**config.mk**
```make
export PLATFORM = sky130hd
export DESIGN_NAME = tcc_capture_compare
export DESIGN_NICKNAME = d
export VERILOG_FILES = /design/src/tcc_pkg.sv /design/src/tcc_capture_compare.sv /design/src/tcc_fifo.sv /design/src/tcc_sync.sv
export SDC_FILE = /design/constraint.sdc
export NUM_CORES = 1
export LEC_CHECK = 0
export BUFFER_PORTS_ARGS = -buffer_cell sky130_fd_sc_hd__buf_2
export CAP_MARGIN = 5
export CORE_ASPECT_RATIO = 0.5
export CORE_MARGIN = 8
export CORE_UTILIZATION = 40
export DETAILED_ROUTE_END_ITERATION = 8
export GPL_ROUTABILITY_DRIVEN = 0
export PLACE_DENSITY = 0.67
export RECOVER_POWER = 50
export SYNTH_ARGS = -nofsm -noshare
export SYNTH_HDL_FRONTEND = slang
export SYNTH_HIERARCHICAL = 1
export SYNTH_SLANG_ARGS = --single-unit
```
**constraint.sdc**
```tcl
create_clock -name CLK_SYS -period 4.2 [get_ports CLK_SYS]
set_input_delay 1.26 -clock CLK_SYS [delete_from_list [all_inputs] [get_ports CLK_SYS]]
set_output_delay 1.26 -clock CLK_SYS [all_outputs]
set_load 0.01 [all_outputs]
```
**src/tcc_pkg.sv**
```systemverilog
// Shared constants and types for the timer capture and compare unit
// How it works
// Capture latches selected 16-bit timer count on event
// Capture timer-select bit picks first or second timer
// Modes 001/010/011 capture both/falling/rising edges
// Modes 100/101 capture every 4th/16th rising edge
// Mode 111 only rising-edge interrupt in sleep/idle
// Four-word queue; interrupt after 1-4 captures
// Overflow flag set on capture while queue full
// Buffer-not-empty reads 1 while values remain
// Capture event wakes device from sleep or idle
// Compare timer-select 1 picks second timer
// Compare match changes output, may raise interrupt
// Mode 001 starts low, match forces high
// Mode 010 starts high, match forces low
// Mode 011 keeps level, toggles on each match
// Mode 100 starts low, single pulse, fall interrupt
// Pulse rises on primary, falls on secondary match
// Mode 101 starts low, continuous pulses, fall interrupt
// Mode 110 PWM, fault ignored, no interrupt
// Mode 111 PWM, fault falling edge interrupts
// Fault status bit set by hardware, hardware clears
// Mode 000 disables compare, pin left to GPIO
// Compare stop-in-idle bit halts channel in idle
// Software stops timer while writing compare control
// Capture mode 000 turns capture off
package tcc_pkg;

   // ===========================================================
   // Register indices on the plain port
   localparam logic [2:0] ADR_CAP_CTL = 3'h0;
   localparam logic [2:0] ADR_CAP_BUF = 3'h1;
   localparam logic [2:0] ADR_CMP_CTL = 3'h2;
   localparam logic [2:0] ADR_CMP_PRI = 3'h3;
   localparam logic [2:0] ADR_CMP_SEC = 3'h4;

   // ===========================================================
   // Field positions
   localparam int CAP_SIDL_BIT = 13;
   localparam int CAP_TSEL_BIT = 7;
   localparam int CAP_ICI_LSB  = 5;
   localparam int CAP_OVF_BIT  = 4;
   localparam int CAP_BNE_BIT  = 3;
   localparam int CMP_SIDL_BIT = 13;
   localparam int CMP_FLT_BIT  = 4;
   localparam int CMP_TSEL_BIT = 3;
   localparam int MODE_LSB     = 0;

   // ===========================================================
   // Reset values and counts
   localparam logic [15:0] CTL_RST   = 16'h0000;
   localparam logic [15:0] VAL_RST   = 16'h0000;
   localparam logic [3:0]  PRE4_LAST = 4'h3;
   localparam logic [3:0]  PRE16_LAST = 4'hf;
   localparam int          FIFO_DEPTH = 4;
   localparam int          DATA_W     = 16;

   // ===========================================================
   // Mode encodings
   typedef enum logic [2:0] {
      CAP_OFF = 3'h0, CAP_BOTH = 3'h1, CAP_FALL = 3'h2, CAP_RISE = 3'h3,
      CAP_PRE4 = 3'h4, CAP_PRE16 = 3'h5, CAP_RSVD = 3'h6, CAP_WAKE = 3'h7
   } tcc_cap_mode_t;

   typedef enum logic [2:0] {
      CMP_OFF = 3'h0, CMP_SET_HI = 3'h1, CMP_SET_LO = 3'h2, CMP_TOGGLE = 3'h3,
      CMP_ONE_PULSE = 3'h4, CMP_PULSES = 3'h5, CMP_PWM = 3'h6, CMP_PWM_FLT = 3'h7
   } tcc_cmp_mode_t;

endpackage

```
**src/tcc_capture_compare.sv**
```systemverilog
// Capture channel and compare channel with their register port
//
// The implementer's own choices: the register addresses and strobed register access.
`timescale 1ns/1ps
module tcc_capture_compare (
   // Clock and reset
   input  wire logic        CLK_SYS,
   input  wire logic        RST,
   // Register port
   input  wire logic [2:0]  ADDR,
   input  wire logic [15:0] WDATA,
   input  wire logic        WR,
   input  wire logic        RD,
   output logic      [15:0] RDATA,
   // Time bases and power state
   input  wire logic [15:0] TMR_FIRST,
   input  wire logic [15:0] TMR_SECOND,
   input  wire logic        CPU_IDLE,
   input  wire logic        CPU_SLEEP,
   // Capture side
   input  wire logic        CAP_PIN,
   output logic             CAP_IRQ,
   output logic             WAKE,
   // Compare side
   input  wire logic        FAULT_PIN,
   output logic             CMP_OUT,
   output logic             CMP_OE_N,
   output logic             CMP_IRQ
);
   import tcc_pkg::*;

   // ===========================================================
   // State
   typedef struct packed {
      logic          cap_sidl;
      logic          cap_tsel;
      logic [1:0]    cap_ici;
      tcc_cap_mode_t cap_mode;
      logic          cap_ovf;
      logic [3:0]    pre;
      logic [1:0]    icnt;
      logic          cmp_sidl;
      logic          cmp_tsel;
      tcc_cmp_mode_t cmp_mode;
      tcc_cmp_mode_t cmp_prev;
      logic          cmp_fault;
      logic          cmp_done;
      logic [15:0]   pri;
      logic [15:0]   sec;
      logic          cmp_out;
      logic          cmp_oe_n;
      logic          cmp_irq;
      logic          cap_irq;
      logic          wake;
      logic [15:0]   rdata;
   } tcc_st_t;

   tcc_st_t st_q;
   tcc_st_t st_d;

   logic        cap_rise;
   logic        cap_fall;
   logic        flt_fall;
   logic        fifo_full;
   logic        fifo_empty;
   logic [15:0] fifo_head;
   logic        cap_push;
   logic        cap_pop;
   logic        cap_ev;
   logic        cap_halt;
   logic        cmp_halt;
   logic [15:0] cap_time;
   logic [15:0] cmp_time;
   logic        m_pri;
   logic        m_sec;
   logic        sleepy;

   // ===========================================================
   // Pin conditioning and capture queue
   tcc_sync u_cap_sync (
      .clk  (CLK_SYS),
      .rst  (RST),
      .din  (CAP_PIN),
      .lvl  (),
      .rise (cap_rise),
      .fall (cap_fall)
   );

   tcc_sync u_flt_sync (
      .clk  (CLK_SYS),
      .rst  (RST),
      .din  (FAULT_PIN),
      .lvl  (),
      .rise (),
      .fall (flt_fall)
   );

   tcc_fifo u_fifo (
      .clk   (CLK_SYS),
      .rst   (RST),
      .push  (cap_push),
      .wdata (cap_time),
      .pop   (cap_pop),
      .head  (fifo_head),
      .full  (fifo_full),
      .empty (fifo_empty)
   );

   // Picks a time base; shared by both channels
   function automatic logic [15:0] pick_tmr(input logic sel, input logic [15:0] a, input logic [15:0] b);
      pick_tmr = sel ? b : a;
   endfunction

   // ===========================================================
   // Capture event decode
   always_comb begin
      sleepy   = CPU_IDLE | CPU_SLEEP;
      cap_halt = CPU_IDLE & st_q.cap_sidl;
      cap_time = pick_tmr(st_q.cap_tsel, TMR_FIRST, TMR_SECOND);
      cap_ev   = 1'b0;
      // Mode 000, 110 and 111 record nothing
      case (st_q.cap_mode)
         CAP_BOTH:  cap_ev = cap_rise | cap_fall;
         CAP_FALL:  cap_ev = cap_fall;
         CAP_RISE:  cap_ev = cap_rise;
         CAP_PRE4:  cap_ev = cap_rise && st_q.pre[1:0] == PRE4_LAST[1:0];
         CAP_PRE16: cap_ev = cap_rise && st_q.pre == PRE16_LAST;
         default:   cap_ev = 1'b0;
      endcase
      if (cap_halt) begin
         cap_ev = 1'b0;
      end
      cap_push = cap_ev & ~fifo_full;
      cap_pop  = RD && ADDR == ADR_CAP_BUF && !fifo_empty;
   end

   // Compare match decode
   always_comb begin
      cmp_time = pick_tmr(st_q.cmp_tsel, TMR_FIRST, TMR_SECOND);
      m_pri    = (cmp_time == st_q.pri);
      m_sec    = (cmp_time == st_q.sec);
      cmp_halt = CPU_IDLE & st_q.cmp_sidl;
   end

   // ===========================================================
   // Next-state logic for both channels and the register port
   always_comb begin
      st_d         = st_q;
      st_d.cap_irq = 1'b0;
      st_d.cmp_irq = 1'b0;
      st_d.wake    = 1'b0;
      st_d.rdata   = 16'h0000;

      // Capture: prescaler only counts rising edges in prescaled modes
      if (!cap_halt && cap_rise && (st_q.cap_mode == CAP_PRE4 || st_q.cap_mode == CAP_PRE16)) begin
         st_d.pre = st_q.pre + 4'h1;
         if (st_q.cap_mode == CAP_PRE4 && st_q.pre[1:0] == PRE4_LAST[1:0]) begin
            st_d.pre = 4'h0;
         end
      end
      // Interrupt after the programmed number of stored captures
      if (cap_push) begin
         if (st_q.icnt == st_q.cap_ici) begin
            st_d.cap_irq = 1'b1;
            st_d.icnt    = 2'h0;
         end else begin
            st_d.icnt = st_q.icnt + 2'h1;
         end
      end
      // Overflow clears only when the channel is turned off
      if (st_q.cap_mode == CAP_OFF) begin
         st_d.cap_ovf = 1'b0;
      end
      if (cap_ev && fifo_full) begin
         st_d.cap_ovf = 1'b1;
      end
      if (cap_ev && sleepy) begin
         st_d.wake = 1'b1;
      end
      // Wake-only mode ignores every other setting
      if (st_q.cap_mode == CAP_WAKE && cap_rise && sleepy) begin
         st_d.cap_irq = 1'b1;
         st_d.wake    = 1'b1;
      end

      // Compare: entering a mode sets its initial pin level
      if (st_q.cmp_mode != st_q.cmp_prev) begin
         st_d.cmp_prev = st_q.cmp_mode;
         st_d.cmp_done = 1'b0;
         if (st_q.cmp_mode != CMP_PWM_FLT) begin
            st_d.cmp_fault = 1'b0;
         end
         case (st_q.cmp_mode)
            CMP_SET_HI:    st_d.cmp_out = 1'b0;
            CMP_SET_LO:    st_d.cmp_out = 1'b1;
            CMP_TOGGLE:    st_d.cmp_out = st_q.cmp_out;
            CMP_ONE_PULSE: st_d.cmp_out = 1'b0;
            CMP_PULSES:    st_d.cmp_out = 1'b0;
            CMP_PWM:       st_d.cmp_out = (st_q.pri != 16'h0000);
            CMP_PWM_FLT:   st_d.cmp_out = (st_q.pri != 16'h0000);
            default:       st_d.cmp_out = 1'b0;
         endcase
      end else if (!cmp_halt) begin
         case (st_q.cmp_mode)
            CMP_SET_HI: begin
               if (m_pri && !st_q.cmp_out) begin
                  st_d.cmp_out = 1'b1;
                  st_d.cmp_irq = 1'b1;
               end
            end
            CMP_SET_LO: begin
               if (m_pri && st_q.cmp_out) begin
                  st_d.cmp_out = 1'b0;
                  st_d.cmp_irq = 1'b1;
               end
            end
            CMP_TOGGLE: begin
               if (m_pri) begin
                  st_d.cmp_out = ~st_q.cmp_out;
                  st_d.cmp_irq = 1'b1;
               end
            end
            CMP_ONE_PULSE, CMP_PULSES: begin
               // One-shot stops after its first falling edge
               if (!st_q.cmp_done || st_q.cmp_mode == CMP_PULSES) begin
                  if (m_sec && st_q.cmp_out) begin
                     st_d.cmp_out  = 1'b0;
                     st_d.cmp_irq  = 1'b1;
                     st_d.cmp_done = (st_q.cmp_mode == CMP_ONE_PULSE);
                  end else if (m_pri) begin
                     st_d.cmp_out = 1'b1;
                  end
               end
            end
            CMP_PWM, CMP_PWM_FLT: begin
               // Period restarts at timer zero; duty ends at primary match
               if (m_pri) begin
                  st_d.cmp_out = 1'b0;
               end else if (cmp_time == 16'h0000) begin
                  st_d.cmp_out = (st_q.pri != 16'h0000);
               end
               if (st_q.cmp_mode == CMP_PWM_FLT) begin
                  if (flt_fall) begin
                     st_d.cmp_fault = 1'b1;
                     st_d.cmp_irq   = 1'b1;
                  end
                  if (flt_fall || st_q.cmp_fault) begin
                     st_d.cmp_out = 1'b0;
                  end
               end
            end
            default: begin
               st_d.cmp_out = 1'b0;
            end
         endcase
      end
      st_d.cmp_oe_n = (st_d.cmp_mode == CMP_OFF);

      // Register writes; status bits are read-only
      if (WR) begin
         case (ADDR)
            ADR_CAP_CTL: begin
               st_d.cap_sidl = WDATA[CAP_SIDL_BIT];
               st_d.cap_tsel = WDATA[CAP_TSEL_BIT];
               st_d.cap_ici  = WDATA[CAP_ICI_LSB +: 2];
               st_d.cap_mode = tcc_cap_mode_t'(WDATA[MODE_LSB +: 3]);
               st_d.pre      = 4'h0;
               st_d.icnt     = 2'h0;
            end
            ADR_CMP_CTL: begin
               // Timer is expected to be stopped around this write
               st_d.cmp_sidl = WDATA[CMP_SIDL_BIT];
               st_d.cmp_tsel = WDATA[CMP_TSEL_BIT];
               st_d.cmp_mode = tcc_cmp_mode_t'(WDATA[MODE_LSB +: 3]);
            end
            ADR_CMP_PRI: st_d.pri = WDATA;
            ADR_CMP_SEC: st_d.sec = WDATA;
            default:     st_d.pri = st_q.pri;
         endcase
      end

      // Read data stands only in the cycle after the strobe
      if (RD) begin
         case (ADDR)
            ADR_CAP_CTL: begin
               st_d.rdata[CAP_SIDL_BIT]     = st_q.cap_sidl;
               st_d.rdata[CAP_TSEL_BIT]     = st_q.cap_tsel;
               st_d.rdata[CAP_ICI_LSB +: 2] = st_q.cap_ici;
               st_d.rdata[CAP_OVF_BIT]      = st_q.cap_ovf;
               st_d.rdata[CAP_BNE_BIT]      = ~fifo_empty;
               st_d.rdata[MODE_LSB +: 3]    = st_q.cap_mode;
            end
            ADR_CAP_BUF: st_d.rdata = fifo_empty ? VAL_RST : fifo_head;
            ADR_CMP_CTL: begin
               st_d.rdata[CMP_SIDL_BIT]  = st_q.cmp_sidl;
               st_d.rdata[CMP_FLT_BIT]   = st_q.cmp_fault;
               st_d.rdata[CMP_TSEL_BIT]  = st_q.cmp_tsel;
               st_d.rdata[MODE_LSB +: 3] = st_q.cmp_mode;
            end
            ADR_CMP_PRI: st_d.rdata = st_q.pri;
            ADR_CMP_SEC: st_d.rdata = st_q.sec;
            default:     st_d.rdata = 16'h0000;
         endcase
      end
   end

   // ===========================================================
   // State register
   always_ff @(posedge CLK_SYS or posedge RST) begin
      if (RST) begin
         st_q          <= '0;
         st_q.cmp_oe_n <= 1'b1;
      end else begin
         st_q <= st_d;
      end
   end

   assign RDATA    = st_q.rdata;
   assign CAP_IRQ  = st_q.cap_irq;
   assign WAKE     = st_q.wake;
   assign CMP_OUT  = st_q.cmp_out;
   assign CMP_OE_N = st_q.cmp_oe_n;
   assign CMP_IRQ  = st_q.cmp_irq;
endmodule

```
**src/tcc_fifo.sv**
```systemverilog
// Four-word capture queue held in flip-flops
`timescale 1ns/1ps
module tcc_fifo (
   // Clock and reset
   input  wire logic                      clk,
   input  wire logic                      rst,
   // Fill side
   input  wire logic                      push,
   input  wire logic [tcc_pkg::DATA_W-1:0] wdata,
   // Drain side
   input  wire logic                      pop,
   output logic      [tcc_pkg::DATA_W-1:0] head,
   // Status
   output logic                           full,
   output logic                           empty
);
   import tcc_pkg::*;

   typedef struct packed {
      logic [FIFO_DEPTH-1:0][DATA_W-1:0] mem;
      logic [1:0]                        wp;
      logic [1:0]                        rp;
      logic [2:0]                        cnt;
   } tcc_fifo_st_t;

   tcc_fifo_st_t st_q;
   tcc_fifo_st_t st_d;

   // Caller never pushes when full nor pops when empty
   always_comb begin
      st_d = st_q;
      if (push) begin
         st_d.mem[st_q.wp] = wdata;
         st_d.wp           = st_q.wp + 2'h1;
      end
      if (pop) begin
         st_d.rp = st_q.rp + 2'h1;
      end
      st_d.cnt = st_q.cnt + {2'h0, push} - {2'h0, pop};
   end

   always_ff @(posedge clk or posedge rst) begin
      if (rst) begin
         st_q <= '0;
      end else begin
         st_q <= st_d;
      end
   end

   assign head  = st_q.mem[st_q.rp];
   assign full  = (st_q.cnt == 3'h4);
   assign empty = (st_q.cnt == 3'h0);
endmodule

```
**src/tcc_sync.sv**
```systemverilog
// Three-stage pin synchroniser with agreement filter and edge pulses
`timescale 1ns/1ps
module tcc_sync (
   // Clock and reset
   input  wire logic clk,
   input  wire logic rst,
   // Pin and conditioned result
   input  wire logic din,
   output logic      lvl,
   output logic      rise,
   output logic      fall
);
   import tcc_pkg::*;

   typedef struct packed {
      logic s1;
      logic s2;
      logic s3;
      logic lvl;
      logic rise;
      logic fall;
   } tcc_sync_st_t;

   tcc_sync_st_t st_q;
   tcc_sync_st_t st_d;

   // Only stage two reads stage one; level moves once stages two and three agree
   always_comb begin
      st_d      = st_q;
      st_d.s1   = din;
      st_d.s2   = st_q.s1;
      st_d.s3   = st_q.s2;
      st_d.rise = 1'b0;
      st_d.fall = 1'b0;
      if (st_q.s2 == st_q.s3 && st_q.s3 != st_q.lvl) begin
         st_d.lvl  = st_q.s3;
         st_d.rise = st_q.s3;
         st_d.fall = ~st_q.s3;
      end
   end

   always_ff @(posedge clk or posedge rst) begin
      if (rst) begin
         st_q <= '0;
      end else begin
         st_q <= st_d;
      end
   end

   assign lvl  = st_q.lvl;
   assign rise = st_q.rise;
   assign fall = st_q.fall;
endmodule
```
Word-level counts from Yosys, hierarchy flattened
Index checks and enable logic that the tools add are counted.
{"block": "classes", "eq_ne": 37, "n_addsub": 6, "n_lt_le_gt_ge": 3, "n_reduce_logical": 46, "bitwise": 10, "mux": 64}
{"op": "2-to-1 mux 16 bit", "n": 6}
{"op": "bitwise mux 64 bit", "n": 1}
{"op": "2-to-1 mux 1 bit", "n": 35}
{"op": "binary-select mux 16 bit (select 2 bit)", "n": 1}
{"op": "demux 16 bit (select 2 bit)", "n": 1}
{"op": "== test 16 bit", "n": 2}
{"op": "== test 3 bit (second input constant)", "n": 9}
{"op": "one-hot mux 5 bit (5 select lines)", "n": 1}
{"op": "one-hot mux 1 bit (5 select lines)", "n": 4}
{"op": "== test 3 x 2 -> 1 bit (second input constant)", "n": 6}
{"op": "logical AND 1 bit", "n": 17}
{"op": "logical NOT 16 bit", "n": 1}
{"op": "nonzero test 16 bit", "n": 1}
{"op": "one-hot mux 5 bit (3 select lines)", "n": 1}
{"op": "nonzero test 2 bit", "n": 7}
{"op": "logical NOT 3 bit", "n": 4}
{"op": "2-to-1 mux 2 bit", "n": 6}
{"op": "!= test 3 bit (second input constant)", "n": 4}
{"op": "one-hot mux 3 bit (4 select lines)", "n": 1}
{"op": "2-to-1 mux 11 bit", "n": 1}
{"op": "== test 3 x 1 -> 1 bit (second input constant)", "n": 3}
{"op": "2-to-1 mux 4 bit", "n": 2}
{"op": "AND reduction 2 bit", "n": 4}
{"op": "AND reduction 7 bit", "n": 1}
{"op": "27 further kinds", "n": 47}
{"block": "totals", "output_inout_bits": 21, "wordCells": 205, "register_bits": 159}

Longest topological paths before layout
Gate-level depths: netlist (run 1).
{"block": "depth", "depth_word": 9, "ltp_mapped": 14, "mapped_depth_nobuf": 13}

Cells and area by module
The synthesis (run 1) kept the hierarchy.
{"module": "tcc_capture_compare", "seq_area_each_um2": 1928.1, "area_per_inst_um2": 4604.4, "instances": 1, "cells_per_inst": 442}
{"module": "tcc_fifo", "seq_area_each_um2": 1776.7, "area_per_inst_um2": 3216.8, "instances": 1, "cells_per_inst": 188}
{"module": "tcc_sync", "seq_area_each_um2": 150.1, "area_per_inst_um2": 182.7, "instances": 2, "cells_per_inst": 10}

Least setup slack after synthesis (run 1)
Ideal clock, no wire load.
{"block": "synth_path", "path_type": "input -> register", "start": "in CPU_IDLE", "end": "reg u_fifo/st_q[2] (netlist bit)", "setup_ns": 0.125, "setup_slack_ns": 0.448, "t_arrival_ns": 3.627, "stages": 12, "path_buffers": 1, "path_cell_list": "a211oi_1 a32oi_1 nor2_1 buf_4 inv_1 ha_1 inv_1 ha_1 inv_1 fa_1 xnor2_1 xnor2_1"}
{"element": "from (decl)", "line_no": "tcc_capture_compare.sv:18", "source": "input wire logic CPU_IDLE,"}
{"element": "to (signal assigned)", "line_no": "tcc_fifo.sv:46", "source": "st_q <= st_d;"}
{"element": "to (decl)", "line_no": "tcc_fifo.sv:26", "source": "tcc_fifo_st_t st_q;"}

==> results of run 1 <==
## per-stage QoR
| stage | worst slack, ps | instance area (um2) | util [%] | total power [mW] |
|---|---|---|---|---|
| floorplan | 448 | 8150 | - | 3.33 |
| global placement | 807 | 8640 | 42.6 | 3.65 |
| detailed placement | 720 | 8640 | 42.6 | 3.70 |
| CTS | 956 | 9210 | 45.4 | 5.21 |
| global route | 702 | 9180 | 45.3 | 5.45 |
| finish | 943 | 9180 | 45.3 | 5.18 |
## worst min-delay path by stage
| stage | to | slack, ps | depth (start not counted) |
|---|---|---|---|
| finish | u_flt_sync/st_d[3] | 360 | 0 |
| global route | u_flt_sync/st_d[3] | 370 | 0 |
| CTS | u_flt_sync/st_d[3] | 360 | 0 |
| detailed placement | u_flt_sync/st_d[3] | 340 | 0 |
| global placement | u_flt_sync/st_d[3] | 340 | 0 |
| floorplan | u_cap_sync/st_d[3] | 330 | 0 |
## state kept, by name, indices dropped and copies added, names as in the netlist, 2 cells and up
name and flops:
RDATA 16, st_q 56, u_cap_sync/st_d 2, u_fifo/st_q 71
u_flt_sync/st_d 2
## per-layer routing
metal | global-route usage, % | vias up | part of all wire [%]
met1 | 20.3 | 2745 | 45
met2 | 26.7 | 113 | 49
met4 | 5.34 | 0 | 1.7
met3 | 3.57 | 36 | 4.1
met5 | 0 | - | 0
li1 | - | 2455 | -
## worst register-to-register path, delay by kind of cell (launching register included)
family / cells / cell delay [ps]
muxes: 2 / 660
and+or+nand+nor: 3 / 760
xor gates and xnor gates: 1 / 120
AOI/OAI and AO/OA: 1 / 270
buffers and inverters: 1 / 300
DFF: 1 / 1030
## area by class of cell
type | instances | area [um2]
Multi-Input combinational cell | 420 | 3760
Inverter | 17 | 63.8
Clock buffer | 18 | 439
Tap cell | 273 | 342
Clock inverter | 13 | 129
Sequential cell | 159 | 3980
Timing Repair Buffer | 91 | 470
Fill cell | 1826 | 11100
## report_power, final
group | switching [mW] | internal (mW)
Sequential | 0.412 | 1.94
Clock | 0.661 | 0.840
Combinational | 0.589 | 0.740
## cell usage in the layout, fill, tap and decap left out, types with 5 or more instances in the layout
cell type and instances:
inv_6 5, and2_1 7, buf_4 8, buf_2 78, nand4_1 6, mux2_1 40
mux4_1 8, dfrtp_1 158, nor3b_1 7, o21ai_0 13, mux2_2 85, o21a_1 5
xor2_1 7, mux2i_2 7, inv_1 17, xnor2_1 34, mux2i_1 16, ha_1 7
a21oi_1 21, nor2_1 30, a222oi_1 6, nor4_1 16, a22o_1 5, nand3_1 9
clkbuf_16 17, nor3_1 8, nand2_1 28, mux4_2 8
==> metrics.md, run 1 <==
| Metric | Value |
|---|---|
| Max Cap Viol | 2 |
| IO Pins | 80 |
| Worst path slowest cell | dfrtp_1 |
| Post-CTS sizing | 0 |
| Flop-to-flop setup slack | 940 ps |
| WL/cell | 19.7 um |
| Setup Buffers After CTS | 0 |
| Post-DP HPWL | 14200 um |
| Crit path from | st_q[61] |
| Outcome | complete, but fails checks |
| Mapped Area | 8150 um2 |
| CP required | 4510 ps |
| Clock Sinks | between 150 and 200 |
| Failing checks | capacitance limit, slew limit |
| Critical-path cell list | buf_4 -> mux2i_1 -> xnor2_1 -> nor4_1 -> nand4_1 -> and2_1 -> a211o_1 -> mux2_2 |
| Worst-path maximum fanout | 19 |
| Setup crit end | CMP_OUT |
| Grt total ovfl | 0 |
| DRC viols | 0 |
| CTS max path bufs | 2 |
| CTS clock-pin slew for the worst setup and hold paths | around 60 ps |
| Pleak | roughly 4.1 nW |
| Port buffer count | 79 |
| Critical path arrival | 3570 ps |
| RSZ-0062 raised after global routing | false |
| Tmin final | 3260 ps |
| Largest net degree at the start of global routing | 55 |
| Worst reg2reg path depth | 8 |
| Final hold viol count | 0 |
| First-pass GRT wire length | 31300 um |
| Proportion of layout cells with a drive suffix above 1 | 31.8% |
| Via density | between 5 and 6 |
| Fin Hold WS | 356 ps |
| Fin cells | 991 |
| Layout area overhead | 12.6% |
| Slew Limit Headroom | -6.73% |
| Period utilization | 77.6% |
| Hold WC Path Type | register to register |
| Die footprint | between 20000 and 30000 um2 |
| CP peak stage delay | 1030 ps |
| Buf+Inv Stages, Crit Path | 1 |
| Number of nets in the layout | 773 |
| Detailed-route via count | 5349 |
| Final antenna-violating net count | 0 |
| Setup violators final | 0 |
| Syn nets | around 700 |
| Levels on crit path | 8 |
| Die Y | 117 um |
| CTS tree | done |
| Row count | 37 |
| Slew @ Worst Pin | 1600 ps |
| Pwr/cell area | 564 nW/um2 |
| Max Slew Vio Count | 62 |
| R2R Path End | CMP_OUT |
| DIE WIDTH | between 200 and 250 um |
| Core area | 20300 um2 |
| ANT cells | 0 |
| Starting DRT DRC Count | a little under 400 |
| Reg-to-Reg Start | st_q[61] |
| Top delay family on crit path | flip-flops |
| CP Capture Type | register |
| Avg Inst Size Synth | 12.6 um2 |
| Layout Skew | 8.11 ps |
| YS warnings | 6 |
| Clk_lat worst skew | 430 ps |
| Tot GR Track Use | 15.9% |
| Dpl cells | 960 |
| First drt pass iteration count | 5 |
| Setup Total Neg Slack | 0 ps |
| CTS buffer count | 17 |
| # hold bufs at CTS | 0 |
| Synthesized instance count | 648 |
| Routed WL | 19600 um |
| Crit Path Class | register to register |
| H-tree levels | 4 |
| Max frequency | 307 MHz |
| Initial antenna violation count | 0 |
| Starting Density | between 40 and 50% |
| Peak VDD IR | ~0.26 mV |
| Hold Crit Start | u_flt_sync/st_d[4] |
| Root Driver | clkbuf_16 |
| Vias in the first global route | roughly 5500 |
| CP startpoint kind | register |
Note: power is estimated with default switching activity, not from simulation.
==> run 2: changes to the inputs <==
- clock period: 4.2 -> 3.4 ns (I/O delays scaled with it)
==> metrics.md, run 2 (synthesized netlist as in run 1, its figures left out) <==
| Metric | Value |
|---|---|
| Critical-path cell list | buf_12 -> mux2i_1 -> nand3b_1 -> a2111oi_2 -> nand4_1 -> and2_1 -> a211o_1 -> mux2_2 |
| Worst-path maximum fanout | 19 (unchanged) |
| Row count | 37 (unchanged) |
| R2R Path End | CMP_OUT |
| Max Cap Viol | 0 (-2) |
| Worst path slowest cell | dfrtp_1 |
| Fillers | 1825 (-0.055%) |
| Clock Sinks | 159 (unchanged) |
| Proportion of layout cells with a drive suffix above 1 | 32.0% (+0.29 points) |
| Grt total ovfl | 0 (unchanged) |
| Vias in the first global route | 5667 (+2.3%) |
| Top reg by flops | u_fifo/st_q |
| CP Capture Type | register |
| Tmin final | 2840 ps (-421 ps) |
| Die footprint | 25500 um2 (unchanged) |
| Crit Path Class | register to register |
| Post-CTS sizing | 0 (unchanged) |
| Largest net degree at the start of global routing | 45 (-18%) |
| Peak VDD IR | 0.384 mV (+49%) |
| Worst reg2reg path depth | 8 (unchanged) |
| Post-DP HPWL | 14500 um (+1.9%) |
| Core area | 20300 um2 (unchanged) |
| Setup Buffers After CTS | 0 (unchanged) |
| DIE WIDTH | 218 um (unchanged) |
| Setup violators final | 0 (unchanged) |
| Hold WC Path Type | register to register |
| # hold bufs at CTS | 0 (unchanged) |
| Starting DRT DRC Count | 414 (+5.6%) |
| DRC viols | 0 (unchanged) |
| Layout area overhead | 13.9% |
| Pwr/cell area | 707 nW/um2 (+25%) |
| Flop-to-flop setup slack | 560 ps (-380 ps) |
| First drt pass iteration count | 5 (unchanged) |
| Most common cell after layout, fill and taps aside | dfrtp_1 |
| Starting Density | 40.2% (unchanged) |
| Setup Total Neg Slack | 0 ps (unchanged) |
| Max FFs per register | 71 (unchanged) |
| Number of nets in the layout | 778 (+0.65%) |
| Tot GR Track Use | 15.9% (+0.036 points) |
| Hold Crit Endpoint | u_cap_sync/st_d[3] |
| Die Y | 117 um (unchanged) |
| Clk_lat worst skew | 430 ps (about the same) |
| Multi-input gate area | 3770 um2 (+0.27%) |
| Reg-to-Reg Start | st_q[61] |
| Max Slew Vio Count | 0 (-100%) |
| IO Pins | 80 (unchanged) |
| CP required | 3710 ps (-800 ps) |
| CTS buffer count | 17 (unchanged) |
| Final antenna-violating net count | 0 (unchanged) |
| Final hold viol count | 0 (unchanged) |
| Fin Hold WS | 348 ps (-7.41 ps) |
| ANT cells | 0 (unchanged) |
| Root Driver | clkbuf_16 |
| Pleak | 4.20 nW (+1.3%) |
| First-pass GRT wire length | 31600 um (+1.1%) |
| Commonest non-fill, non-tap cells in the layout | 158 x dfrtp_1, 85 x mux2_2, 77 x buf_2 |
| Layout Skew | 8.78 ps (+0.666 ps) |
| CP startpoint kind | register |
| Detailed-route via count | 5381 (+0.60%) |
| RSZ-0062 raised after global routing | false |
| CP peak stage delay | 540 ps (-490 ps) |
| Max frequency | 353 MHz (+15%) |
| Via density | 5.40 (about the same) |
| H-tree levels | 4 (unchanged) |
| CTS max path bufs | 2 (unchanged) |
| Initial antenna violation count | 0 (unchanged) |
| FF+latch area | 3980 um2 (unchanged) |
| Period utilization | 83.4% (+5.9 points) |
| CTS tree | done |
| WL/cell | 19.7 um (-0.20%) |
| Critical path arrival | 3140 ps (-430 ps) |
| Hold Crit Start | u_cap_sync/st_d[4] |
| Crit path from | st_q[61] |
| Slew @ Worst Pin | 1310 ps (-287 ps) |
| Routed WL | 19600 um (+0.41%) |
| Slew Limit Headroom | 12.3% (+19 points) |
| Outcome | finished, final reports clean |
| Port buffer count | 79 (unchanged) |
| Hold depth | 0 (unchanged) |
| CTS clock-pin slew for the worst setup and hold paths | 60 ps (about the same) |
## run 2: layout make-up
type                    count  area share (%)
inverters                  17           0.688
repair buffers             96            5.53
flip-flops and latches    159            42.9
well taps                 273            3.68
clock inverters            11            1.66
clock buffers              21            4.96
multi-input cells         420            40.6
## run 2: through the flow
step	area (um2)	power, mW	setup WS, ps	util [%]	cells
finish	9280	6.56	564	45.8	997
global route	9280	6.89	234	45.8	997
CTS	9320	6.60	601	46.0	997
detailed placement	8700	4.60	280	42.9	965
global placement	8700	4.52	372	42.9	965
floorplan	8160	4.11	70.4	-	648
## run 2: per-layer routing
layer  part of all wire, %  up-vias  routed length, um  global-route usage [%]
met2                    49      123               9580                    26.7
met4                   1.5        0                289                    5.12
met5                     0        -                  0                       0
met1                    46     2780               8950                    20.8
met3                   4.2       20                826                    3.10
li1                      -     2458                  -                       -
## run 2: worst max-delay path: cells and delay by family (launching register included)
kind,cells,cell delay [ps]
compound gates,2,650
buf+inv,1,230
flops,1,540
mux,2,670
simple gates,3,610
## run 2: power breakdown
| group | switching (mW) | internal, mW |
|---|---|---|
| combinational | 0.762 | 0.933 |
| clock | 0.773 | 1.20 |
| sequential | 0.496 | 2.39 |
## run 2: worst max path at each step
stage	depth (start not counted)	slack (ps)	endpoint
global route	3	230	st_q[44]
CTS	8	600	CMP_OUT
global placement	8	370	CMP_OUT
finish	8	560	CMP_OUT
detailed placement	12	280	u_fifo/st_q[2]
floorplan	12	70	u_fifo/st_q[2]
